[src/common/tas_pkg.sv]
`default_nettype none
package tas_pkg;

  // register pointer codes
  localparam logic [1:0] TAS_PTR_TEMP  = 2'h0;
  localparam logic [1:0] TAS_PTR_CONF  = 2'h1;
  localparam logic [1:0] TAS_PTR_THYST = 2'h2;
  localparam logic [1:0] TAS_PTR_TOS   = 2'h3;
  localparam logic [1:0] TAS_PTR_RST   = TAS_PTR_TEMP;

  // power-up values: 80 C and 75 C at 0.5 C per step
  localparam logic [7:0] TAS_CONF_RST  = 8'h00;
  localparam logic [8:0] TAS_TOS_RST   = 9'h0a0;
  localparam logic [8:0] TAS_THYST_RST = 9'h096;

  // target address: upper four bits fixed, lower three from pins (value arbitrary)
  localparam logic [3:0] TAS_ADDR_BASE = 4'h9;

  // byte framing: eight data bits, then the acknowledge slot
  localparam logic [3:0] TAS_BITS_PER_BYTE = 4'h8;

  // temperature field positions
  localparam int TAS_TEMP_W  = 11;
  localparam int TAS_LIMIT_W = 9;

  // bus fault time-out, least value of the allowed window
  localparam int TAS_CLK_HZ       = 10_000_000;
  localparam int TAS_TIMEOUT_MS   = 75;
  localparam int TAS_TIMEOUT_CYC  = (TAS_CLK_HZ / 1000) * TAS_TIMEOUT_MS;
  localparam int TAS_TIMEOUT_W    = 20;

  // fault queue counts per code
  localparam logic [2:0] TAS_FQ_CNT0 = 3'h1;
  localparam logic [2:0] TAS_FQ_CNT1 = 3'h2;
  localparam logic [2:0] TAS_FQ_CNT2 = 3'h4;
  localparam logic [2:0] TAS_FQ_CNT3 = 3'h6;

  typedef struct packed {
    logic [2:0] spare;
    logic [1:0] queue;
    logic       polarity;
    logic       mode;
    logic       shutdown;
  } tas_cfg_t;

  typedef struct packed {
    logic [8:0] tos;
    logic [8:0] thyst;
  } tas_limits_t;

  typedef enum logic [2:0] {
    ST_IDLE, ST_ADDR, ST_ADDR_ACK, ST_WR_DATA, ST_WR_ACK, ST_RD_DATA, ST_RD_ACK
  } tas_state_t;

  function automatic logic [2:0] tas_fq_need(input logic [1:0] code);
    case (code)
      2'h0:    tas_fq_need = TAS_FQ_CNT0;
      2'h1:    tas_fq_need = TAS_FQ_CNT1;
      2'h2:    tas_fq_need = TAS_FQ_CNT2;
      default: tas_fq_need = TAS_FQ_CNT3;
    endcase
  endfunction

endpackage
`default_nettype wire

[src/rtl/tas_alert_engine.sv]
`timescale 1ns/1ps
`default_nettype none
module tas_alert_engine
  import tas_pkg::*;
(
  input  wire logic        clk_in,
  input  wire logic        rst_b_in,
  input  wire logic        conv_done_in,
  input  wire logic [8:0]  temp9_in,
  input  wire tas_limits_t limits_in,
  input  wire tas_cfg_t    cfg_in,
  input  wire logic        read_clear_in,
  output logic             alert_active_out
);

  logic       hot;
  logic       latch;
  logic       sd_q;
  logic [2:0] run;
  logic [2:0] need;
  logic       conv_ok;
  logic       trip;
  logic       fire;
  logic       sd_rise;

  assign need    = tas_fq_need(cfg_in.queue);
  // converter is halted in shutdown, so late results are ignored
  assign conv_ok = conv_done_in & ~cfg_in.shutdown;
  // hot waits for the low limit, cold waits for the high limit
  assign trip    = hot ? ($signed(temp9_in) < $signed(limits_in.thyst))
                       : ($signed(temp9_in) > $signed(limits_in.tos));
  assign fire    = conv_ok & trip & ((run + 3'h1) >= need);
  assign sd_rise = cfg_in.shutdown & ~sd_q;

  always_ff @(posedge clk_in or negedge rst_b_in) begin
    if (!rst_b_in) begin
      run <= 3'h0;
    end else if (conv_ok) begin
      if (!trip || fire) begin
        run <= 3'h0;
      end else begin
        run <= run + 3'h1;
      end
    end
  end

  always_ff @(posedge clk_in or negedge rst_b_in) begin
    if (!rst_b_in) begin
      hot <= 1'b0;
    end else if (fire) begin
      hot <= ~hot;
    end
  end

  always_ff @(posedge clk_in or negedge rst_b_in) begin
    if (!rst_b_in) begin
      sd_q <= 1'b0;
    end else begin
      sd_q <= cfg_in.shutdown;
    end
  end

  // an event in the same cycle as a read beats the clear
  always_ff @(posedge clk_in or negedge rst_b_in) begin
    if (!rst_b_in) begin
      latch <= 1'b0;
    end else if (fire && cfg_in.mode) begin
      latch <= 1'b1;
    end else if (read_clear_in || sd_rise || !cfg_in.mode) begin
      latch <= 1'b0;
    end
  end

  assign alert_active_out = cfg_in.mode ? latch : hot;

  a_comp_assert: assert property (@(posedge clk_in) disable iff (!rst_b_in)
    conv_ok && !hot && trip && need == 3'h1 && !cfg_in.mode && !$changed(cfg_in)
      |=> alert_active_out)
    else $error("comparator alert not raised on trip");
  a_run_clear: assert property (@(posedge clk_in) disable iff (!rst_b_in)
    conv_ok && !trip |=> run == 3'h0)
    else $error("trip run not cleared");
  a_queue_wait: assert property (@(posedge clk_in) disable iff (!rst_b_in)
    conv_ok && trip && run == 3'h0 && need > 3'h1 |=> hot == $past(hot))
    else $error("alert moved before queue filled");
  a_int_read: assert property (@(posedge clk_in) disable iff (!rst_b_in)
    cfg_in.mode && read_clear_in && !fire |=> !latch)
    else $error("read did not clear latched alert");
  a_sd_clear: assert property (@(posedge clk_in) disable iff (!rst_b_in)
    cfg_in.mode && sd_rise && !fire |=> !latch)
    else $error("shutdown did not clear latched alert");
  a_sd_hold: assert property (@(posedge clk_in) disable iff (!rst_b_in)
    !cfg_in.mode && !$past(cfg_in.mode) && cfg_in.shutdown && $past(cfg_in.shutdown)
      |-> $stable(alert_active_out))
    else $error("comparator alert moved in shutdown");

endmodule
`default_nettype wire

[src/rtl/tas_sensor_port.sv]
`timescale 1ns/1ps
`default_nettype none
// Behaviour
// Polarity bit B2: 1 makes the alert pin active high, 0 active low.
// Polarity bit resets to 0, so the alert starts active low.
// Mode bit B1: 1 selects latched interrupt, 0 selects comparator.
// Mode bit resets to 0, comparator behaviour by default.
// Comparator: assert above overtemp limit, release below hysteresis limit.
// Comparator: reads and entering shutdown leave the alert unchanged.
// Interrupt: assert on either crossing, hold until any register read.
// Host keeps overtemp limit above hysteresis limit, else alert undefined.
// Trips judged at conversion end; alert after enough consecutive trips.
// Queue bits B4:B3 codes 0..3 need 1, 2, 4, 6 trips.
// Queue code resets to 0, a single trip suffices.
// Bit B0 set selects shutdown, cleared returns to normal.
// Shutdown halts conversions; bus reads and writes still work.
// Shutdown keeps comparator alert, clears an asserted interrupt alert.
// Reset loads 80 C, 75 C, normal mode, pointer on temperature.
// Each byte is nine host clocks: eight data plus acknowledge.
// Device pulls SDA low in its acknowledge slot, host released.
// Host acknowledges after first read byte to get the second.
// Read ends with both sides released: not-acknowledge, then stop.
// Host reads after pointer write via repeated start and read address.
// Temperature readable as one or two bytes; SDA never left low.
// SDA low beyond the fault time-out abandons transfer, releases bus.
// Compare uses the nine top bits of the temperature reading.
// A conversion without trip clears the consecutive trip count.
module tas_sensor_port
  import tas_pkg::*;
#(
  parameter int TIMEOUT_CYCLES = TAS_TIMEOUT_CYC
) (
  input  wire logic        clk_in,
  input  wire logic        rst_b_in,
  input  wire logic        scl_in,
  input  wire logic        sda_in,
  output logic             sda_out,
  output logic             sda_oe_out,
  input  wire logic [2:0]  addr_sel_in,
  input  wire logic [10:0] temp_data_in,
  input  wire logic        conv_done_in,
  output logic             conv_enable_out,
  output logic             over_temp_alert_out,
  output logic             over_temp_alert_oe_out
);

  localparam logic [TAS_TIMEOUT_W-1:0] TO_LIM = TIMEOUT_CYCLES[TAS_TIMEOUT_W-1:0];

  // pin synchronisers: _m stage feeds only _s stage
  logic       scl_m, scl_s, scl_d;
  logic       sda_m, sda_s, sda_d;
  logic [2:0] asel_m, asel_s;

  tas_state_t  state;
  logic [3:0]  bitcnt;
  logic [7:0]  shreg;
  logic [1:0]  byte_idx;
  logic        rw;
  logic        sda_oe;
  logic        ack_seen;
  logic [1:0]  ptr;
  tas_cfg_t    conf;
  tas_limits_t limits;
  logic [7:0]  msb_hold;
  logic [TAS_TIMEOUT_W-1:0] to_cnt;
  logic        alert_active;
  logic        alert_oe;

  logic scl_rise, scl_fall;
  logic start_cond, stop_cond;
  logic timeout_hit;
  logic addr_hit;
  logic byte_end;
  logic wr_byte_done;
  logic read_clear;
  logic [7:0] first_tx;
  logic [7:0] next_tx;

  // byte of a register for the msb (0) or lsb (1) position
  function automatic logic [7:0] rd_byte(input logic [1:0] p, input logic lsb,
                                         input logic [10:0] t, input tas_cfg_t c,
                                         input tas_limits_t l);
    logic [15:0] w;
    w = 16'h0000;
    case (p)
      TAS_PTR_TEMP:  w = {t, 5'h00};
      TAS_PTR_CONF:  w = {c, c};
      TAS_PTR_THYST: w = {l.thyst, 7'h00};
      TAS_PTR_TOS:   w = {l.tos, 7'h00};
      default:       w = 16'h0000;
    endcase
    rd_byte = lsb ? w[7:0] : w[15:8];
  endfunction

  always_ff @(posedge clk_in or negedge rst_b_in) begin
    if (!rst_b_in) begin
      scl_m  <= 1'b1;
      scl_s  <= 1'b1;
      scl_d  <= 1'b1;
      sda_m  <= 1'b1;
      sda_s  <= 1'b1;
      sda_d  <= 1'b1;
      asel_m <= 3'h0;
      asel_s <= 3'h0;
    end else begin
      scl_m  <= scl_in;
      scl_s  <= scl_m;
      scl_d  <= scl_s;
      sda_m  <= sda_in;
      sda_s  <= sda_m;
      sda_d  <= sda_s;
      asel_m <= addr_sel_in;
      asel_s <= asel_m;
    end
  end

  assign scl_rise   = scl_s & ~scl_d;
  assign scl_fall   = ~scl_s & scl_d;
  assign start_cond = scl_s & scl_d & sda_d & ~sda_s;
  assign stop_cond  = scl_s & scl_d & ~sda_d & sda_s;
  assign addr_hit   = (shreg[7:1] == {TAS_ADDR_BASE, asel_s});
  // eighth data bit has been clocked, ninth pulse begins
  assign byte_end   = scl_fall && (bitcnt == TAS_BITS_PER_BYTE);
  assign first_tx   = rd_byte(ptr, 1'b0, temp_data_in, conf, limits);
  assign next_tx    = rd_byte(ptr, ~byte_idx[0], temp_data_in, conf, limits);

  // bus fault time-out: a host that stalls with SDA low cannot hang us
  always_ff @(posedge clk_in or negedge rst_b_in) begin
    if (!rst_b_in) begin
      to_cnt <= '0;
    end else if (sda_s) begin
      to_cnt <= '0;
    end else if (to_cnt != TO_LIM) begin
      to_cnt <= to_cnt + 1'b1;
    end
  end

  assign timeout_hit = ~sda_s && (to_cnt == TO_LIM - 1'b1);

  always_ff @(posedge clk_in or negedge rst_b_in) begin
    if (!rst_b_in) begin
      state    <= ST_IDLE;
      bitcnt   <= 4'h0;
      shreg    <= 8'h00;
      byte_idx <= 2'h0;
      rw       <= 1'b0;
      sda_oe   <= 1'b0;
      ack_seen <= 1'b0;
    end else if (timeout_hit || stop_cond) begin
      state  <= ST_IDLE;
      sda_oe <= 1'b0;
    end else if (start_cond) begin
      state  <= ST_ADDR;
      bitcnt <= 4'h0;
      sda_oe <= 1'b0;
    end else begin
      case (state)
        ST_IDLE: begin
          sda_oe <= 1'b0;
        end
        ST_ADDR, ST_WR_DATA: begin
          if (scl_rise) begin
            shreg  <= {shreg[6:0], sda_s};
            bitcnt <= bitcnt + 4'h1;
          end else if (byte_end) begin
            if (state == ST_WR_DATA) begin
              sda_oe <= 1'b1;
              state  <= ST_WR_ACK;
            end else if (addr_hit) begin
              sda_oe <= 1'b1;
              rw     <= shreg[0];
              state  <= ST_ADDR_ACK;
            end else begin
              state <= ST_IDLE;
            end
          end
        end
        ST_ADDR_ACK: begin
          if (scl_fall) begin
            byte_idx <= 2'h0;
            bitcnt   <= 4'h0;
            if (rw) begin
              shreg  <= first_tx;
              sda_oe <= ~first_tx[7];
              state  <= ST_RD_DATA;
            end else begin
              sda_oe <= 1'b0;
              state  <= ST_WR_DATA;
            end
          end
        end
        ST_WR_ACK: begin
          if (scl_fall) begin
            sda_oe <= 1'b0;
            bitcnt <= 4'h0;
            if (byte_idx != 2'h3) begin
              byte_idx <= byte_idx + 2'h1;
            end
            state <= ST_WR_DATA;
          end
        end
        ST_RD_DATA: begin
          if (scl_rise) begin
            bitcnt <= bitcnt + 4'h1;
          end else if (byte_end) begin
            sda_oe <= 1'b0;
            state  <= ST_RD_ACK;
          end else if (scl_fall) begin
            shreg  <= {shreg[6:0], 1'b0};
            sda_oe <= ~shreg[6];
          end
        end
        ST_RD_ACK: begin
          if (scl_rise) begin
            ack_seen <= ~sda_s;
          end else if (scl_fall) begin
            bitcnt <= 4'h0;
            if (ack_seen) begin
              byte_idx <= byte_idx + 2'h1;
              shreg    <= next_tx;
              sda_oe   <= ~next_tx[7];
              state    <= ST_RD_DATA;
            end else begin
              // not acknowledged: stay off the line until the stop
              sda_oe <= 1'b0;
              state  <= ST_IDLE;
            end
          end
        end
        default: begin
          state  <= ST_IDLE;
          sda_oe <= 1'b0;
        end
      endcase
    end
  end

  assign wr_byte_done = (state == ST_WR_DATA) && byte_end && !timeout_hit;
  assign read_clear   = (state == ST_ADDR) && byte_end && addr_hit && shreg[0]
                        && !timeout_hit;

  // pointer and limit registers; partial limit writes are dropped
  always_ff @(posedge clk_in or negedge rst_b_in) begin
    if (!rst_b_in) begin
      ptr      <= TAS_PTR_RST;
      msb_hold <= 8'h00;
      limits   <= '{tos: TAS_TOS_RST, thyst: TAS_THYST_RST};
    end else if (wr_byte_done) begin
      case (byte_idx)
        2'h0: begin
          ptr <= shreg[1:0];
        end
        2'h1: begin
          msb_hold <= shreg;
        end
        2'h2: begin
          if (ptr == TAS_PTR_TOS) begin
            limits.tos <= {msb_hold, shreg[7]};
          end else if (ptr == TAS_PTR_THYST) begin
            limits.thyst <= {msb_hold, shreg[7]};
          end
        end
        default: begin
          msb_hold <= msb_hold;
        end
      endcase
    end
  end

  always_ff @(posedge clk_in or negedge rst_b_in) begin
    if (!rst_b_in) begin
      conf <= tas_cfg_t'(TAS_CONF_RST);
    end else if (wr_byte_done && byte_idx == 2'h1 && ptr == TAS_PTR_CONF) begin
      conf <= tas_cfg_t'(shreg);
    end
  end

  tas_alert_engine u_alert (
    .clk_in           (clk_in),
    .rst_b_in         (rst_b_in),
    .conv_done_in     (conv_done_in),
    .temp9_in         (temp_data_in[TAS_TEMP_W-1:TAS_TEMP_W-TAS_LIMIT_W]),
    .limits_in        (limits),
    .cfg_in           (conf),
    .read_clear_in    (read_clear),
    .alert_active_out (alert_active)
  );

  // open drain: pulled low when the pin level should be low
  always_ff @(posedge clk_in or negedge rst_b_in) begin
    if (!rst_b_in) begin
      alert_oe <= 1'b0;
    end else begin
      alert_oe <= conf.polarity ? ~alert_active : alert_active;
    end
  end

  assign sda_out                = 1'b0;
  assign sda_oe_out             = sda_oe;
  assign conv_enable_out        = ~conf.shutdown;
  assign over_temp_alert_out    = 1'b0;
  assign over_temp_alert_oe_out = alert_oe;

  a_pol_pin: assert property (@(posedge clk_in) disable iff (!rst_b_in)
    $past(conf.polarity) == conf.polarity && $past(alert_active) == alert_active
      |-> alert_oe == (conf.polarity ^ alert_active))
    else $error("alert pin level wrong for polarity");
  a_ack_drive: assert property (@(posedge clk_in) disable iff (!rst_b_in)
    state == ST_WR_ACK || state == ST_ADDR_ACK |-> sda_oe_out)
    else $error("acknowledge slot not driven low");
  a_nack_free: assert property (@(posedge clk_in) disable iff (!rst_b_in)
    state == ST_RD_ACK && scl_fall && !ack_seen && !start_cond
      |=> !sda_oe_out [*2])
    else $error("sda held after not-acknowledge");
  a_to_release: assert property (@(posedge clk_in) disable iff (!rst_b_in)
    timeout_hit |=> state == ST_IDLE && !sda_oe_out)
    else $error("time-out did not release bus");
  a_rd_release: assert property (@(posedge clk_in) disable iff (!rst_b_in)
    state == ST_RD_DATA && byte_end && !timeout_hit && !stop_cond |=> state == ST_RD_ACK
      && !sda_oe_out)
    else $error("read acknowledge slot not released");

endmodule
`default_nettype wire

[config.mk]
export PLATFORM = sky130hd
export DESIGN_NAME = tas_sensor_port
export DESIGN_NICKNAME = d
export VERILOG_FILES = /design/src/common/tas_pkg.sv /design/src/rtl/tas_alert_engine.sv /design/src/rtl/tas_sensor_port.sv
export SDC_FILE = /design/constraint.sdc
export NUM_CORES = 1
export LEC_CHECK = 0
export ABC_AREA = 1
export BUFFER_PORTS_ARGS = -buffer_cell sky130_fd_sc_hd__buf_4
export CAP_MARGIN = 5
export CORE_MARGIN = 8
export CORE_UTILIZATION = 52
export DETAILED_ROUTE_END_ITERATION = 6
export PLACE_DENSITY = 0.74
export SYNTH_ARGS = -nofsm -noshare
export SYNTH_HDL_FRONTEND = slang
export SYNTH_SLANG_ARGS = --single-unit
[constraint.sdc]
create_clock -name clk_in -period 2.31 [get_ports clk_in]
set_input_delay 0.231 -clock clk_in [delete_from_list [all_inputs] [get_ports clk_in]]
set_output_delay 0.231 -clock clk_in [all_outputs]
set_load 0.01 [all_outputs]
== Word level (Yosys, flattened, before mapping) ==
Cells that the tools add are included.

* Add/subtract/negate cells: 4
* Order comparisons: 3
* Equality and inequality tests: 42
* Multiplexer cells: 64
* Bitwise gates (word level): 27
* Reduce and logical (&&, ||, !) cells: 41

{| class="wikitable"
|+ Operators by type and width
! operator !! count
|-
| two-way mux 8 bit || 10
|-
| case mux 16 bit (4 select lines) || 1
|-
| two-way mux 3 bit || 14
|-
| two-way mux 20 bit || 2
|-
| inequality test 4 bit (second input constant) || 8
|-
| case mux 8 bit (4 select lines) || 1
|-
| AND reduction 9 bit || 3
|-
| inequality test 2 bit (second input constant) || 12
|-
| adder 20 x 1 -> 20 bit (second input constant) || 1
|-
| == test 20 bit (second input constant) || 1
|-
| two-way mux 1 bit || 20
|-
| inequality test 20 bit (second input constant) || 1
|-
| case mux 3 bit (6 select lines) || 1
|-
| two-way mux 4 bit || 4
|-
| inverter 1 bit || 16
|-
| two-way mux 2 bit || 7
|-
| case mux 4 bit (3 select lines) || 1
|-
| AND reduction 12 bit || 1
|-
| AND reduction 4 bit || 3
|-
| AND 1 bit || 11
|-
| logical AND 1 bit || 11
|-
| inequality test 5 bit (second input constant) || 2
|-
| == test 3 bit (second input constant) || 3
|-
| > comparator 9 bit || 1
|-
| 28 further kinds || 46
|}

* Register bits after elaboration: 95
* Input port bits: 19
* Output and inout bits: 5
* Word-level logic and storage cells: 211

== Depth between registers and ports, before layout ==
* Depth in word-level cells: 11
* Gate-level depth with buffers: 13
* Gate-level depth less buffers: 13

== Cells and area by module ==
Synthesis repeated with hierarchy kept, for this count alone.

* Cells, all modules: 725
* Area total of the unflattened synthesis: 5660.4 um^2

{| class="wikitable"
|+ Modules (own cells, without submodules)
! module !! instances !! cells an instance !! area an instance (um^2) !! sequential area each (um^2)
|-
| tas_sensor_port || 1 || 587 || 4738.3 || 2242.2
|-
| tas_alert_engine || 1 || 138 || 922.1 || 150.1
|}

== Least setup slack after synthesis ==
No wires, ideal clock.

* Path type: register to register
* Start point: register u_alert.run[0]
* End point: register u_alert.hot
* Setup time: 0.117 ns
* Arrival time: 1.606 ns
* Required time: 2.193 ns
* Setup slack: 0.587 ns
* Stages on the path, launching flop included: 12
* Buffers on the path: 0
* Period minus slack after synthesis: 1.723 ns
* Path through: dfrtp_1 ha_1 xnor2_1 inv_1 ha_1 nand2_1 o211ai_1 nand2_1 inv_1 nand3_1 nand2_1 nand2_1

* Longest elaborated chain between the ends: 3

{| class="wikitable"
|+ RTL lines
! item !! RTL line !! source
|-
| from (decl) || tas_alert_engine.sv:19 || <nowiki>logic [2:0] run;</nowiki>
|-
| from (signal assigned) || tas_alert_engine.sv:42 || <nowiki>run <= run + 3'h1;</nowiki>
|-
| adder 3 x 1 -> 3 bit || tas_alert_engine.sv:32 || <nowiki>assign fire = conv_ok & trip & ((run + 3'h1) >= need);</nowiki>
|-
| >= comparator 3 bit || tas_alert_engine.sv:32 ||
|-
| AND 1 bit || tas_alert_engine.sv:32 ||
|-
| to (signal assigned) || tas_alert_engine.sv:51 || <nowiki>hot <= ~hot;</nowiki>
|-
| to (decl) || tas_alert_engine.sv:16 || <nowiki>logic hot;</nowiki>
|}

No other way between the ends.
A chain may end at the register's enable or synchronous reset.

== Worst setup path in the final report ==
* Start point: register sda_s
* End point: register shreg[3]

* Longest elaborated chain between the ends: 5
* Elaborated cells on any way between the ends: 8
* Classes of those cells: bitwise: 5; reduce/logical: 3

{| class="wikitable"
|+ RTL lines
! item !! RTL line !! source
|-
| from (decl) || tas_sensor_port.sv:51 || <nowiki>logic sda_m, sda_s, sda_d;</nowiki>
|-
| from (signal assigned) || tas_sensor_port.sv:110 || <nowiki>sda_s <= sda_m;</nowiki>
|-
| inverter 1 bit || tas_sensor_port.sv:119, tas_sensor_port.sv:138 ||
|-
| logical AND 1 bit || tas_sensor_port.sv:138 || <nowiki>assign timeout_hit = ~sda_s && (to_cnt == TO_LIM - 1'b1);</nowiki>
|-
| logical OR 1 bit || tas_sensor_port.sv:149 || <nowiki>end else if (timeout_hit || stop_cond) begin</nowiki>
|-
| inverter 1 bit (no line) || - ||
|-
| AND reduction 12 bit (no line) * || - ||
|-
| to (signal assigned) || tas_sensor_port.sv:163 || <nowiki>shreg <= {shreg[6:0], sda_s};</nowiki>
|-
| to (signal assigned) || tas_sensor_port.sv:183 || <nowiki>shreg <= first_tx;</nowiki>
|-
| to (signal assigned) || tas_sensor_port.sv:209 || <nowiki>shreg <= {shreg[6:0], 1'b0};</nowiki>
|-
| to (decl) || tas_sensor_port.sv:56 || <nowiki>logic [7:0] shreg;</nowiki>
|}

Every way passes the cells marked *; elsewhere a longest branch is shown, timed or not.

==> metrics.csv <==
stage,metric,value,unit
yosys,ys_ff_latch,95,
global_routing,grt_pass1_vias,4489,
layout,post-route-util,58.8,%
layout,layoutNonFillerInstCount,879,
placed_design,dp.cells,857,
global_routing,antenna_found_initial,0,
global_routing,grtUsageMet3,3.78,%
placed_design,dp_slack,0.308,ns
detailed_routing,drt_wl_total,12300,um
timing,rsz0062_at_grt,false,
yosys,synthArstFlopShare,100,%
global_routing,grt_pass1_wl,20700,um
flow_run,maxCapViolCount,0,
yosys,synth-main-ff-cell,dfrtp_1,
timing,finalSetupTns,0,ns
detailed_routing,drc_errors,0,
timing,min_period,2.01,ns
yosys,ys_types,47,
detailed_routing,viasPerCell,5.46,
timing,holdWs,0.214,ns
setup_path,required,2.58,ns
placed_design,port_buffers,21,
floorplanning,die_x,119,um
timing,setup_violations,0,
power_and_ir_drop,power,3.79,mW
setup_path,cp-end-kind,flop,
global_routing,met2_usage,28.7,%
floorplanning,rows,37,
yosys,synthesis.area,5550,um2
power_and_ir_drop,ir_drop,0.000342,V
detailed_routing,num_vias,4795,
timing,hold_viol,0,
setup_path,rr_worst_depth,9,
timing,period_share,87.0,%
floorplanning,dieHeight,119,um
detailed_routing,first_pass_iters,5,
clock_tree,path_clk_slew,0.11,ns
yosys,synth_edf_count,0,
placed_design,dpl.hpwl,9370,um
power_and_ir_drop,share_comb_of_total_power,20.2,%
yosys,synth.area.top_cells,"dfrtp_1, nand2_1, ha_1",
setup_path,cp.arrival,2.28,ns
global_routing,grt_use_met1,22.0,%
yosys,synth.top_cells.by_count,"nand2_1, inv_1, dfrtp_1, nor2_1, o21ai_1",
layout,final_nets,786,
yosys,yosys.area.top_type,dfrtp_1,
layout,num_antenna_cells,0,
clock_tree,cts_sinks,95,
floorplanning,die_area,14200,um2
floorplanning,core,10300,um2
power_and_ir_drop,power.internal,2.58,mW
timing,timing.fmax,0.498,GHz
min_path,holdPathEnd,u_alert.run[2],
detailed_routing,wl_per_cell,14.0,um
global_routing,grt_usage,17.6,%
clock_tree,clockBufferDepth,2,
setup_path,r2r_end,shreg[3],
setup_path,worst_setup_path_start_kind,flop,
yosys,yosys_warnings,0,
floorplanning,num_io_pins,24,
power_and_ir_drop,swShare,31.8,%
power_and_ir_drop,seq_power_share,50.5,%
yosys,synth_area_per_cell,7.82,um2
min_path,hold_depth,4,
global_routing,gr-max-usage-layer,met2,
setup_path,critPathKind,flop to flop,
timing,final.setup.worst_slack,0.300,ns
run_status,outcome,"complete, no violations",
yosys,synth_cells,709,
floorplanning,initial_core_util,53.7,%
min_path,hp-start,conv_done_in,
layout,areaGrowthSynthToFinish,9.39,%
clock_tree,h-tree-depth,3,
global_routing,grt_start_max_net_pins,47,
layout,drive_above_1_share,13.1,%
clock_tree,clock_latency,0.37,ns
clock_tree,root_buffer,clkbuf_8,
detailed_routing,ant_nets,0,
detailed_routing,drtIter0Drc,372,
power_and_ir_drop,power.share.clock,29.3,%
clock_tree,cts_tree,built,
yosys,yosys.cell_count.top_type,nand2_1,
power_and_ir_drop,p_per_area,625,nW/um2
timing,slew_viol_final,0,
yosys,synth.top_cell.area_share,37.5,%
min_path,hold_class,input pin to flop,
yosys,yosysSeqAreaShare,43.1,%
placed_design,gp_congestion,0.971,
power_and_ir_drop,power.switching,1.21,mW
global_routing,grt.overflow.total,0,
timing,clock_skew,0.0168,ns
setup_path,reg2reg_from,sda_s,
clock_tree,cts_buffers,9,
layout,final_area,6070,um2
setup_path,r2r_slack,0.30,ns
placed_design,placed_area,5800,um2
setup_path,worstPathMaxFanout,20,
power_and_ir_drop,p_leak,2.90,nW
power by group through the flow:
stage               sequential, mW  clock, mW  combinational, mW
floorplan                     1.91          0              0.532
global placement              1.94          0              0.736
detailed placement            1.95          0              0.758
CTS                           1.91       1.14              0.771
global route                  1.93       1.21              0.875
finish                        1.91       1.11              0.765
worst max-delay path, cell delays in order, from the launching register on:
cell and delay, ns:
dfstp_2 0.64, inv_2 0.18, nand3_2 0.10, nor2_2 0.05
nand3_4 0.11, nand4_1 0.14, nor2_2 0.42, inv_2 0.11
nand2_1 0.09, o21ai_1 0.06
metal layers:
layer | vias up | wire [um]
met4 | 0 | 393
met1 | 2236 | 5530
met3 | 28 | 619
met2 | 149 | 5720
met5 | - | 0
li1 | 2382 | -
final cells by class:
cell class                      count  area (um2)
Fill cell                         929        4260
Multi-Input combinational cell    486        2620
Sequential cell                    95        2390
Inverter                          117         439
Timing Repair Buffer               29         245
Tap cell                          136         170
Clock buffer                        9         124
Clock inverter                      7        80.1
logic make-up after synthesis:
| logic type | count (synthesis) | share of synthesized area [%] |
|---|---|---|
| flip-flops | 95 | 43.1 |
| buffers and inverters | 129 | 9.77 |
| AO/OA/AOI/OAI | 138 | 13.6 |
| adder cells (fa/ha/maj) | 29 | 6.54 |
| AND/OR/NAND/NOR | 311 | 26.0 |
| XOR/XNOR | 6 | 0.948 |
| other | 1 | 0.0676 |
registers in the layout (all words and copies together), names as in the netlist, 2 cells and up:
register / flops
byte_idx: 2
u_alert.run: 3
asel_m: 3
ptr: 2
state: 3
asel_s: 3
msb_hold: 8
limits: 18
to_cnt: 20
bitcnt: 4
conf: 8
shreg: 8
layout by cell type (no fill, tap or decap), types with 20 or more instances in the layout:
cell and n:
dfrtp_1 83, buf_4 22, ha_1 29, nand2_1 159
a21oi_1 29, o21ai_1 48, inv_1 95, o21ai_0 37
nor2_1 60, inv_2 20, nand4_1 20, nand3_1 35
how the worst max path moves through the flow:
stage,cells past startpoint,endpoint,slack (ns),from
3_5_place_dp,9,shreg[3],0.31,sda_s
3_3_place_gp,9,msb_hold[2],0.36,bitcnt[0]
6_report,9,shreg[3],0.30,sda_s
2_1_floorplan,11,u_alert.hot,0.59,u_alert.run[0]
5_1_grt,9,shreg[3],0.14,sda_s
4_1_cts,9,shreg[3],0.30,sda_s
repair_timing:
item	CTS	global route
hold buffers	6	0
gates resized for setup	0	0
setup endpoints to repair	0	0
setup buffers	0	0
hold endpoints to repair	32	0
Power figures use the tool's default switching activity.
